--- src/hdl/ipw_pkg.sv ---
// constants for the three-phase inverter pwm timer with dead time
package ipw_pkg;
   // register addresses
   localparam logic [15:0] ADDR_CTRL     = 16'hffa8;
   localparam logic [15:0] ADDR_MODE     = 16'hffa9;
   localparam logic [15:0] ADDR_BUF_A    = 16'hffb0;
   localparam logic [15:0] ADDR_BUF_B    = 16'hffb2;
   localparam logic [15:0] ADDR_BUF_C    = 16'hffb4;
   localparam logic [15:0] ADDR_BUF_P    = 16'hffb6;
   localparam logic [15:0] ADDR_CMP_A    = 16'hffb8;
   localparam logic [15:0] ADDR_CMP_B    = 16'hffba;
   localparam logic [15:0] ADDR_CMP_C    = 16'hffbc;
   localparam logic [15:0] ADDR_CMP_P    = 16'hffbe;
   localparam logic [15:0] ADDR_DEADTIME = 16'hffc0;
   // control register fields
   localparam int CTRL_RUN_POS  = 7;
   localparam int CTRL_CLK_LSB  = 3;
   localparam int CTRL_DIV_LSB  = 0;
   // mode register fields
   localparam int MODE_STAT_POS = 4;
   localparam int MODE_ALV_POS  = 3;
   localparam int MODE_EDGE_POS = 2;
   localparam int MODE_EXT_POS  = 1;
   localparam int MODE_WDT_POS  = 0;
   // reset values
   localparam logic [7:0] CTRL_RESET     = 8'h00;
   localparam logic [3:0] MODE_RESET     = 4'h0;
   localparam logic [9:0] CMP_RESET      = 10'h000;
   localparam logic [9:0] PERIOD_RESET   = 10'h0ff;
   localparam logic [7:0] DEADTIME_RESET = 8'hff;
   localparam logic [2:0] DIVCNT_RESET   = 3'h7;
   localparam logic [7:0] DTCNT_IDLE     = 8'hff;
   // index of the period compare among the four compares
   localparam int PERIOD_IDX = 3;
endpackage

--- src/hdl/ipw_timer.sv ---
// three-phase complementary pwm timer with shared dead time
//
// Strobed register access was chosen for this implementation.
`timescale 1ns/1ps
// Notes on behaviour
// - run enable low clears and halts all counters and floats the outputs.
// - clock select codes 0..5 pick system clock divided by 1 to 32.
// - divide field N raises the period interrupt every N+1 underflows.
// - read-only status flag; cleared by stop sources, never by software.
// - active level bit: 0 makes outputs active low, 1 active high.
// - edge select bit: 0 falling, 1 rising edge of the stop input.
// - external stop enabled and valid edge floats all six outputs.
// - watchdog stop enabled and watchdog request floats all six outputs.
// - after a forced stop the counters keep running while enabled.
// - pwm drive only with status and run set; else all outputs float.
// - pwm period is twice the period compare times the count clock.
// - dead time equals reload value plus one system clock periods.
// - phase widths follow the compares around the triangle, minus dead time.
// - zero or negative width keeps that output constantly inactive.
// - channel compare above period keeps the positive phase constantly inactive.
// - triangle counts up to period compare, down to zero, then underflows.
// - every buffer is copied into its compare on the period interrupt.
// - channel match reloads its dead-time counter, which parks at all ones.
module ipw_timer (
   // clock and reset
   input  wire logic        sys_clk_in,
   input  wire logic        arst_n_in,
   // register port
   input  wire logic [15:0] reg_addr_in,
   input  wire logic [15:0] reg_wdata_in,
   input  wire logic        reg_wr_in,
   input  wire logic        reg_rd_in,
   output logic      [15:0] reg_rdata_out,
   // stop sources
   input  wire logic        output_stop_input_in,
   input  wire logic        watchdog_interrupt_request_in,
   // period interrupt
   output logic             period_interrupt_out,
   // phase outputs: u pos, u neg, v pos, v neg, w pos, w neg
   output logic      [5:0]  phase_out,
   output logic      [5:0]  phase_oe_out
);
   typedef struct packed {
      logic [7:0]      ctrl;
      logic [3:0]      mode;
      logic            status;
      logic [3:0][9:0] buf_r;
      logic [3:0][9:0] cmp;
      logic [7:0]      dead;
      logic [4:0]      presc;
      logic [9:0]      tri_cnt;
      logic            up;
      logic [2:0]      div_cnt;
      logic            stop_s1;
      logic            stop_s2;
      logic            stop_s3;
      logic            irq;
      logic [15:0]     rdata;
      logic [5:0]      pwm;
      logic [5:0]      oe;
   } ipw_state_t;

   ipw_state_t st_ff;
   ipw_state_t nxt_st;

   logic       run;
   logic       tick;
   logic       underflow;
   logic       ext_edge;
   logic       stop_ev;
   logic       run_start;
   logic [2:0] want_pos;
   logic [2:0] pos_act;
   logic [2:0] neg_act;

   // count clock enable from the prescaler, 1 of 2^sel cycles, capped at 1 of 32
   function automatic logic tick_of(input logic [4:0] p,
                                    input logic [2:0] sel);
      logic [4:0] mask;
      mask = 5'((6'h01 << sel) - 6'h01);
      tick_of = ((p & mask) == mask);
   endfunction

   // 16-bit read view of a 10-bit compare or buffer
   function automatic logic [15:0] wide10(input logic [9:0] v);
      wide10 = {6'h00, v};
   endfunction

   assign run  = st_ff.ctrl[ipw_pkg::CTRL_RUN_POS];
   assign tick = run && tick_of(st_ff.presc,
                                st_ff.ctrl[ipw_pkg::CTRL_CLK_LSB +: 3]);
   assign underflow = tick && !st_ff.up && (st_ff.tri_cnt == 10'h001);

   // edge detect looks only at the second and third stages
   assign ext_edge = st_ff.mode[ipw_pkg::MODE_EDGE_POS]
                     ? (st_ff.stop_s2 && !st_ff.stop_s3)
                     : (!st_ff.stop_s2 && st_ff.stop_s3);
   assign stop_ev = (st_ff.mode[ipw_pkg::MODE_EXT_POS] && ext_edge)
                    || (st_ff.mode[ipw_pkg::MODE_WDT_POS]
                        && watchdog_interrupt_request_in);

   always_comb begin
      nxt_st = st_ff;
      nxt_st.irq   = 1'b0;
      nxt_st.rdata = 16'h0000;
      run_start    = 1'b0;
      nxt_st.stop_s1 = output_stop_input_in;
      nxt_st.stop_s2 = st_ff.stop_s1;
      nxt_st.stop_s3 = st_ff.stop_s2;

      // register writes
      if (reg_wr_in) begin
         unique case (reg_addr_in)
            ipw_pkg::ADDR_CTRL: begin
               if (!run && reg_wdata_in[ipw_pkg::CTRL_RUN_POS]) begin
                  // the starting write touches only run enable
                  nxt_st.ctrl[ipw_pkg::CTRL_RUN_POS] = 1'b1;
                  run_start = 1'b1;
               end else begin
                  nxt_st.ctrl = {reg_wdata_in[7], 1'b0, reg_wdata_in[5:0]};
               end
            end
            ipw_pkg::ADDR_MODE: nxt_st.mode = reg_wdata_in[3:0];
            ipw_pkg::ADDR_BUF_A: nxt_st.buf_r[0] = reg_wdata_in[9:0];
            ipw_pkg::ADDR_BUF_B: nxt_st.buf_r[1] = reg_wdata_in[9:0];
            ipw_pkg::ADDR_BUF_C: nxt_st.buf_r[2] = reg_wdata_in[9:0];
            ipw_pkg::ADDR_BUF_P: begin
               nxt_st.buf_r[ipw_pkg::PERIOD_IDX] = reg_wdata_in[9:0];
            end
            ipw_pkg::ADDR_CMP_A: begin
               if (!run) nxt_st.cmp[0] = reg_wdata_in[9:0];
            end
            ipw_pkg::ADDR_CMP_B: begin
               if (!run) nxt_st.cmp[1] = reg_wdata_in[9:0];
            end
            ipw_pkg::ADDR_CMP_C: begin
               if (!run) nxt_st.cmp[2] = reg_wdata_in[9:0];
            end
            ipw_pkg::ADDR_CMP_P: begin
               if (!run) nxt_st.cmp[ipw_pkg::PERIOD_IDX] = reg_wdata_in[9:0];
            end
            ipw_pkg::ADDR_DEADTIME: begin
               if (!run) nxt_st.dead = reg_wdata_in[7:0];
            end
            default: ;
         endcase
      end

      // register reads, data in the following cycle only
      if (reg_rd_in) begin
         unique case (reg_addr_in)
            ipw_pkg::ADDR_CTRL:     nxt_st.rdata = {8'h00, st_ff.ctrl};
            ipw_pkg::ADDR_MODE:     nxt_st.rdata = {11'h000, st_ff.status,
                                                    st_ff.mode};
            ipw_pkg::ADDR_BUF_A:    nxt_st.rdata = wide10(st_ff.buf_r[0]);
            ipw_pkg::ADDR_BUF_B:    nxt_st.rdata = wide10(st_ff.buf_r[1]);
            ipw_pkg::ADDR_BUF_C:    nxt_st.rdata = wide10(st_ff.buf_r[2]);
            ipw_pkg::ADDR_BUF_P:    nxt_st.rdata = wide10(st_ff.buf_r[3]);
            ipw_pkg::ADDR_CMP_A:    nxt_st.rdata = wide10(st_ff.cmp[0]);
            ipw_pkg::ADDR_CMP_B:    nxt_st.rdata = wide10(st_ff.cmp[1]);
            ipw_pkg::ADDR_CMP_C:    nxt_st.rdata = wide10(st_ff.cmp[2]);
            ipw_pkg::ADDR_CMP_P:    nxt_st.rdata = wide10(st_ff.cmp[3]);
            ipw_pkg::ADDR_DEADTIME: nxt_st.rdata = {8'h00, st_ff.dead};
            default:                nxt_st.rdata = 16'h0000;
         endcase
      end

      // status flag: stop wins over a start in the same cycle
      if (stop_ev) begin
         nxt_st.status = 1'b0;
      end else if (run_start) begin
         nxt_st.status = 1'b1;
      end

      if (!run) begin
         // halted: counters cleared and held
         nxt_st.presc   = 5'h00;
         nxt_st.tri_cnt = 10'h000;
         nxt_st.up      = 1'b1;
         nxt_st.div_cnt = ipw_pkg::DIVCNT_RESET;
         if (!(reg_wr_in && reg_addr_in == ipw_pkg::ADDR_CMP_A)) begin
            nxt_st.cmp[0] = ipw_pkg::CMP_RESET;
         end
         if (!(reg_wr_in && reg_addr_in == ipw_pkg::ADDR_CMP_B)) begin
            nxt_st.cmp[1] = ipw_pkg::CMP_RESET;
         end
         if (!(reg_wr_in && reg_addr_in == ipw_pkg::ADDR_CMP_C)) begin
            nxt_st.cmp[2] = ipw_pkg::CMP_RESET;
         end
      end else begin
         // counting goes on regardless of the status flag
         nxt_st.presc = st_ff.presc + 5'h01;
         if (tick) begin
            if (st_ff.up) begin
               // turn at the period compare
               if (st_ff.tri_cnt == st_ff.cmp[ipw_pkg::PERIOD_IDX]) begin
                  nxt_st.up      = 1'b0;
                  nxt_st.tri_cnt = st_ff.tri_cnt - 10'h001;
               end else begin
                  nxt_st.tri_cnt = st_ff.tri_cnt + 10'h001;
               end
            end else if (st_ff.tri_cnt == 10'h000) begin
               nxt_st.up      = 1'b1;
               nxt_st.tri_cnt = 10'h001;
            end else begin
               nxt_st.tri_cnt = st_ff.tri_cnt - 10'h001;
            end
         end
         if (underflow) begin
            // interrupt thinning by the divide field
            nxt_st.div_cnt = st_ff.div_cnt + 3'h1;
            if (nxt_st.div_cnt == st_ff.ctrl[ipw_pkg::CTRL_DIV_LSB +: 3]) begin
               nxt_st.irq     = 1'b1;
               nxt_st.div_cnt = ipw_pkg::DIVCNT_RESET;
               nxt_st.cmp     = st_ff.buf_r;
            end
         end
      end

      // output drive, polarity and float
      for (int i = 0; i < 3; i++) begin
         nxt_st.pwm[2*i]   = pos_act[i] ~^ st_ff.mode[ipw_pkg::MODE_ALV_POS];
         nxt_st.pwm[2*i+1] = neg_act[i] ~^ st_ff.mode[ipw_pkg::MODE_ALV_POS];
      end
      nxt_st.oe = {6{nxt_st.ctrl[ipw_pkg::CTRL_RUN_POS] && nxt_st.status}};
   end

   always_ff @(posedge sys_clk_in or negedge arst_n_in) begin
      if (!arst_n_in) begin
         st_ff <= '{ctrl:    ipw_pkg::CTRL_RESET,
                    mode:    ipw_pkg::MODE_RESET,
                    status:  1'b0,
                    buf_r:   {ipw_pkg::PERIOD_RESET, ipw_pkg::CMP_RESET,
                              ipw_pkg::CMP_RESET, ipw_pkg::CMP_RESET},
                    cmp:     {ipw_pkg::PERIOD_RESET, ipw_pkg::CMP_RESET,
                              ipw_pkg::CMP_RESET, ipw_pkg::CMP_RESET},
                    dead:    ipw_pkg::DEADTIME_RESET,
                    presc:   5'h00,
                    tri_cnt: 10'h000,
                    up:      1'b1,
                    div_cnt: ipw_pkg::DIVCNT_RESET,
                    stop_s1: 1'b0,
                    stop_s2: 1'b0,
                    stop_s3: 1'b0,
                    irq:     1'b0,
                    rdata:   16'h0000,
                    pwm:     6'h00,
                    oe:      6'h00};
      end else begin
         st_ff <= nxt_st;
      end
   end

   // positive phase active above the compare; above period never
   generate
      for (genvar i = 0; i < 3; i++) begin : g_chan
         assign want_pos[i] = st_ff.tri_cnt > st_ff.cmp[i];
         ipw_deadtime u_dead_time_counter (
            .sys_clk_in  (sys_clk_in),
            .arst_n_in   (arst_n_in),
            .run_in      (run),
            .want_pos_in (want_pos[i]),
            .reload_in   (st_ff.dead),
            .pos_act_out (pos_act[i]),
            .neg_act_out (neg_act[i])
         );
      end
   endgenerate

   assign reg_rdata_out        = st_ff.rdata;
   assign period_interrupt_out = st_ff.irq;
   assign phase_out            = st_ff.pwm;
   assign phase_oe_out         = st_ff.oe;
endmodule

--- src/hdl/ipw_deadtime.sv ---
// one channel: dead-time counter and complementary phase drive
`timescale 1ns/1ps
module ipw_deadtime (
   // clock and reset
   input  wire logic       sys_clk_in,
   input  wire logic       arst_n_in,
   // control
   input  wire logic       run_in,
   input  wire logic       want_pos_in,
   input  wire logic [7:0] reload_in,
   // phase drive, high means active
   output logic            pos_act_out,
   output logic            neg_act_out
);
   typedef struct packed {
      logic       phase;
      logic       done;
      logic [7:0] cnt;
   } ipw_dt_state_t;

   ipw_dt_state_t st_ff;
   ipw_dt_state_t nxt_st;
   logic          expired;

   // the last count at zero already ends the gap, so that the reload
   // one cycle after the switch still gives reload plus one
   assign expired = st_ff.done | (st_ff.cnt == 8'h00);

   always_comb begin
      nxt_st = st_ff;
      if (!run_in) begin
         nxt_st.phase = 1'b0;
         nxt_st.done  = 1'b1;
         nxt_st.cnt   = ipw_pkg::DTCNT_IDLE;
      end else if (want_pos_in != st_ff.phase) begin
         // reload on every switching point
         nxt_st.phase = want_pos_in;
         nxt_st.done  = 1'b0;
         nxt_st.cnt   = reload_in;
      end else if (!st_ff.done) begin
         // 00 wraps to ff and the counter parks there
         nxt_st.cnt = st_ff.cnt - 8'h01;
         if (st_ff.cnt == 8'h00) begin
            nxt_st.done = 1'b1;
         end
      end
   end

   always_ff @(posedge sys_clk_in or negedge arst_n_in) begin
      if (!arst_n_in) begin
         st_ff <= '{phase: 1'b0, done: 1'b1, cnt: ipw_pkg::DTCNT_IDLE};
      end else begin
         st_ff <= nxt_st;
      end
   end

   // the leaving side drops at once, the other waits for expiry
   assign pos_act_out = st_ff.phase & expired & (want_pos_in == st_ff.phase);
   assign neg_act_out = ~st_ff.phase & expired & (want_pos_in == st_ff.phase);
endmodule

--- config.mk ---
export PLATFORM = sky130hd
export DESIGN_NAME = ipw_timer
export DESIGN_NICKNAME = d
export VERILOG_FILES = /design/src/hdl/ipw_pkg.sv /design/src/hdl/ipw_timer.sv /design/src/hdl/ipw_deadtime.sv
export SDC_FILE = /design/constraint.sdc
export NUM_CORES = 1
export LEC_CHECK = 0
export ABC_AREA = 1
export BUFFER_PORTS_ARGS = -buffer_cell sky130_fd_sc_hd__buf_2
export CAP_MARGIN = 10
export CORE_MARGIN = 3
export CORE_UTILIZATION = 45
export CTS_CLUSTER_DIAMETER = 40
export DETAILED_ROUTE_END_ITERATION = 7
export SETUP_SLACK_MARGIN = 0.15
export SYNTH_ARGS = -nofsm -noshare
export SYNTH_HDL_FRONTEND = slang
export SYNTH_HIERARCHICAL = 1
export SYNTH_SLANG_ARGS = --single-unit
--- constraint.sdc ---
create_clock -name sys_clk_in -period 3.15 [get_ports sys_clk_in]
set_input_delay 0.63 -clock sys_clk_in [delete_from_list [all_inputs] [get_ports sys_clk_in]]
set_output_delay 0.63 -clock sys_clk_in [all_outputs]
set_load 0.01 [all_outputs]
Word level (Yosys, flattened, before mapping):

Index checks and enable logic that the tools add are counted.

* logic and storage cells: 187
* bits in latches: 0
* memories kept: 0
* bits in registers: 176
* memory bits (writable): 0
* memory bits (read-only): 0
* output and inout bits: 29
* bits of input ports: 38

* multiply operators: 0
* reduce and logical (&&, ||, !) cells: 28
* bitwise operators: 27
* shift operators: 1
* add/sub/neg operators: 8
* $lt $le $gt $ge: 3
* muxes and demuxes: 58
* equality and inequality tests: 29
* div/mod/pow operators: 0

Operators by type and width (count)
* 2-to-1 mux 10 bit: 18
* == test 16 bit, second input constant: 11
* one-hot mux 10 bit (11 select lines): 1
* 2-to-1 mux 40 bit: 2
* 2-to-1 mux 9 bit: 6
* 2-to-1 mux 48 bit: 1
* greater-than comparator 10 bit: 3
* 2-to-1 mux 30 bit: 1
* zero test 8 bit: 3
* 2-to-1 mux 8 bit: 3
* subtractor 8 x 1 -> 8 bit, second input constant: 3
* 2-to-1 mux 11 bit: 2
* 2-to-1 mux 19 bit: 1
* 2-to-1 mux 1 bit: 18
* AND 1 bit: 12
* logical AND 1 bit: 12
* 2-to-1 mux 12 bit: 1
* adder 10 x 1 -> 10 bit, second input constant: 1
* == test 10 x 1 -> 1 bit, second input constant: 1
* == test 10 bit: 1
* zero test 10 bit: 1
* != test 2 x 1 -> 1 bit, second input constant: 5
* AND reduction 2 bit: 5
* subtractor 10 x 1 -> 10 bit, second input constant: 1
* other kinds (19): 41

Depth between registers and ports, before layout:

* depth after elaboration: 9
* depth in mapped cells: 15
* depth with buffers taken out: 15

Modules after synthesis:

Netlist, hierarchy kept.

Modules (own cells, without submodules)
* ipw_timer: area an instance 9075.0 um^2, cells an instance 1260, times used 1
* ipw_deadtime: area an instance 700.7 um^2, cells an instance 97, times used 3

Least setup slack after synthesis:

OpenSTA, ideal clock, no wires.

* kind: reg2reg
* start point: reg st_ff[45] (netlist bit)
* end point: reg g_chan[1].u_dead_time_counter/st_ff[7] (netlist bit)
* clock period less this slack: 2079 ps
* arrival: 1995 ps
* buffers on the path: 0
* cell stages (with the launch flop): 14
* setup slack: 1071 ps
* setup time: 83 ps
* path through: dfrtp_1 ha_1 nand2_1 nor2_1 nand4_1 o21bai_1 a31oi_1 inv_1 nand2_2 nand2_4 inv_6 nor2_8 nor2_2 a21oi_2

* cells in the longest elaborated chain, start to end: 4

RTL lines
* start: declaration: line ipw_timer.sv:63 `ipw_state_t st_ff;`
* start signal: assignment: line ipw_timer.sv:230 `st_ff <= '{ctrl: ipw_pkg::CTRL_RESET,`
* start signal: assignment: line ipw_timer.sv:250 `st_ff <= nxt_st;`
* greater-than comparator 10 bit (*): line ipw_timer.sv:257 `assign want_pos[i] = st_ff.tri_cnt > st_ff.cmp[i];`
* via want_pos[1]: line ipw_timer.sv:72 `logic [2:0] want_pos;`
* != test 1 bit (*): line ipw_deadtime.sv:35 `end else if (want_pos_in != st_ff.phase) begin`
* 2-to-1 mux 9 bit: line ipw_deadtime.sv:35
* 2-to-1 mux 10 bit: line ipw_deadtime.sv:31 `if (!run_in) begin`
* end signal: assignment: line ipw_deadtime.sv:51 `st_ff <= '{phase: 1'b0, done: 1'b1, cnt: ipw_pkg::DTCNT_IDLE};`
* end signal: assignment: line ipw_deadtime.sv:53 `st_ff <= nxt_st;`
* end: declaration: line ipw_deadtime.sv:21 `ipw_dt_state_t st_ff;`

The timed path passes the listed nets; every way through them passes the cells marked *.
A chain may end at the register's enable or synchronous reset.

Worst setup path after layout:

* start point: reg st_ff[44] (netlist bit)
* end point: reg g_chan[2].u_dead_time_counter/st_ff[6] (netlist bit)

* cells in the longest elaborated chain, start to end: 4

RTL lines (line)
* greater-than comparator 10 bit (*): ipw_timer.sv:257
* via want_pos[2]: ipw_timer.sv:72
* != test 1 bit (*): ipw_deadtime.sv:35
* 2-to-1 mux 9 bit: ipw_deadtime.sv:35
* 2-to-1 mux 10 bit: ipw_deadtime.sv:31
* end signal: assignment: ipw_deadtime.sv:51
* end signal: assignment: ipw_deadtime.sv:53
* end: declaration: ipw_deadtime.sv:21

Marked as above.

==> flow_summary_export.csv <==
group,metric,value,unit
status,status,"completed",
clocking,postCtsHoldBufs,0,
global_routing,overflow,0,
cells_and_area,nFillCells,2462,
setup_path,cp.arrival,2950,ps
detailed_routing,wl_per_cell,18.2,um
clocking,htreeDepth,4,
sta,maxSlewHeadroom,42.5,%
detailed_routing,ant_nets,0,
yosys,synth_ff_type,"dfrtp_1",
power_and_ir_drop,clkPwrFrac,49.3,%
clocking,worstSkewPairLatency,440,ps
global_routing,antenna_found_initial,0,
power_and_ir_drop,p_sw_share,26.7,%
die,dieArea,26800,um^2
sta,worstMarginPinSlew,863,ps
cells_and_area,finish.utilization,50.1,%
place,port_buffers,54,
detailed_routing,vias,10373,
global_routing,first_global_vias,9579,
power_and_ir_drop,ir_worst_vdd,0.299,mV
sta,slew_violations,0,
sta,hold_viol,0,
die,die_h,164,um
clocking,post_cts_resized,0,
detailed_routing,drc_errors,0,
cells_and_area,diodes,0,
sta,clock-skew-final,18.1,ps
setup_path,crit_path_end_kind,"flop",
setup_path,crit_type,"reg -> reg",
sta,timing.fmax,382,MHz
detailed_routing,drt_iter0_drc,1011,
clocking,cts_root_buffer,"clkbuf_16",
yosys,synth.area.top_cells,"dfrtp_1, nand2_1, dfstp_2",
sta,finalCritPeriodShare,83.2,%
setup_path,crit_chain,"ha_1 -> nand2_1 -> nor2_1 -> nand4_1 -> nor2_1 -> nor2_1 -> a21oi_1 -> inv_1 -> nand2_2 -> nand2_4 -> inv_6 -> nor2_8 -> nand2_1 -> nand4_1",
setup_path,required,3480,ps
power_and_ir_drop,p_sw,1.24,mW
clocking,cts_buffer_depth,2,
detailed_routing,vias_per_cell,5.43,
cells_and_area,drive_gt1_share,15.5,%
cells_and_area,final_cell_count_no_fill,1911,
sta,rsz0062_at_grt,"false",
setup_path,start_kind,"flop",
yosys,async_flop_share,100,%
sta,finalSetupViolCount,0,
yosys,synth_edf_count,0,
clocking,cts_setup_buffers,0,
clocking,cts_tree,"yes",
yosys,yosysTopAreaCell,"dfrtp_1",
power_and_ir_drop,p_leak,6.10,nW
detailed_routing,drt-total-wl,34900,um
setup_path,slowest_stage,"dfrtp_1",
place,post-dp-hpwl,24900,um
setup_path,crit_cells,14,
global_routing,grtUsageTotal,26.6,%
global_routing,grt_pass1_wl,55100,um
die,die_w,164,um
sta,finalSetupTns,0,ps
die,rows,57,
cells_and_area,syn_to_final_growth,9.31,%
setup_path,crit_top_cell,"nor2_1",
min_path,hp-class,"in -> async",
power_and_ir_drop,seqPwrFrac,47.3,%
yosys,syn_inst,1551,
yosys,synth_area,11200,um^2
yosys,ys_warn_count,6,
setup_path,reg2regPathDepth,14,
global_routing,grt_max_degree,73,
yosys,synth.top_cell.area_share,25.7,%
clocking,numCtsBuffers,17,
place,gp_congestion,0.958,
yosys,synth_cell_types,42,
sta,post-route-min-period,2620,ps
setup_path,worst-path-buf-inv,2,
job,cap_violations,0,
yosys,syn_avg_cell_area,7.21,um^2
power_and_ir_drop,pwr-share-comb,3.4,%
die,pin_count,67,
power_and_ir_drop,p_int,3.39,mW
yosys,seq_area_frac_synth,38.7,%
setup_path,max_stage_delay,570,ps
yosys,synth-seq-cells,170,
die,start_util,45.8,%
setup_path,critical_path.top_delay_family,"simple AND/OR/NAND/NOR gates",
cells_and_area,layout.nets,1654,
clocking,clock_sinks,170,
setup_path,path_max_fanout,10,
power_and_ir_drop,p_per_area,378,nW/um^2
die,coreArea,24400,um^2
clocking,path_clk_slew,80,ps
detailed_routing,drt_first_pass_iters,6,
place,dp_cells,1879,
-- cell type report --
type	instances	area (um^2)	share of cell area [%]
inverters	180	698	5.71
clock buffers	17	425	3.48
multi-input cells	1125	5670	46.4
flip-flops and latches	170	4320	35.4
clock inverters	15	213	1.74
well taps	324	405	3.32
repair buffers	80	484	3.96
-- power groups by stage --
stage	sequential (mW)	clock, mW	combinational [mW]
3_5_place_dp	2.23	0	0.157
2_1_floorplan	2.23	0	0.0485
5_1_grt	2.19	2.41	0.171
4_1_cts	2.19	2.31	0.157
6_report	2.19	2.28	0.156
3_3_place_gp	2.23	0	0.157
-- per-stage QoR --
stage	hold slack, ps	setup WS [ps]	cell area (um^2)	total power [mW]
floorplan	331	1070	11200	2.28
global placement	333	557	11600	2.38
detailed placement	337	538	11600	2.39
CTS	168	520	12200	4.65
global route	174	277	12200	4.77
finish	144	530	12200	4.62
-- Yosys cell counts, types with 5 or more instances --
library cell / instances
nor2_4: 6
a21oi_1: 25
nand2_4: 5
o21ai_0: 106
nand2_2: 14
nand4_1: 49
nor3_1: 7
nor2_2: 14
o21bai_1: 5
o21ai_1: 30
dfstp_2: 55
buf_4: 36
nand2_1: 453
ha_1: 42
inv_1: 161
nor2_1: 123
clkbuf_1: 15
buf_2: 24
o21ai_2: 6
nor2_8: 5
inv_2: 11
xor2_1: 11
dfrtp_1: 115
nand3_1: 180
buf_6: 5
xnor2_1: 11
-- registers in the layout, summed over array words and instances (netlist names) --
signal	flops
st_ff	119
phase_oe_out	1
period_interrupt_out	1
nxt_st	2
reg_rdata_out	10
phase_out	6
run	1
g_chan.u_dead_time_counter/st_ff	30
-- kinds of logic after synthesis --
group / Yosys count / synth area share [%]
AND/OR/NAND/NOR: 869 / 35.1
buffers and inverters: 261 / 10.8
AO/OA/AOI/OAI: 186 / 8.96
flip-flops: 170 / 38.7
adder cells (fa/ha/maj): 42 / 4.70
XOR/XNOR: 22 / 1.72
other: 1 / 0.0336
-- per-layer routing --
| layer | GRT usage (%) | up-vias | part of all wire [%] |
|---|---|---|---|
| met2 | 42.9 | 392 | 46 |
| met5 | 0 | - | 0 |
| met4 | 9.80 | 0 | 3.3 |
| li1 | - | 5031 | - |
| met3 | 3.40 | 64 | 6.2 |
| met1 | 36.8 | 4886 | 44 |
-- layout by cell type (no fill, tap or decap), types with 11 or more instances in the layout --
master and n:
nor2_2 14, a21oi_1 25, dfrtp_1 114, xnor2_1 11, buf_4 25, nand4_1 49, dfstp_2 55, nand2_1 453
inv_2 11, nor2_1 123, o21ai_1 30, nand2_2 14, buf_2 53, nand3_1 180, o21ai_0 106, inv_1 161
ha_1 42, xor2_1 11, clkbuf_16 17
-- path summary, 6_finish.rpt --
path	start	slack (ps)	to
setup / recovery	st_ff[44]	530	g_chan[2].u_dead_time_counter/st_ff[6]
hold / removal	arst_n_in	140	st_ff[44]
setup reg to reg	st_ff[44]	530	g_chan[2].u_dead_time_counter/st_ff[6]
hold reg to reg	nxt_st[30]	350	nxt_st[29]
max in group asynchronous	arst_n_in	2190	st_ff[33]
min in group sys_clk_in	output_stop_input_in	300	nxt_st[30]
(Power assumes the default switching activity.)
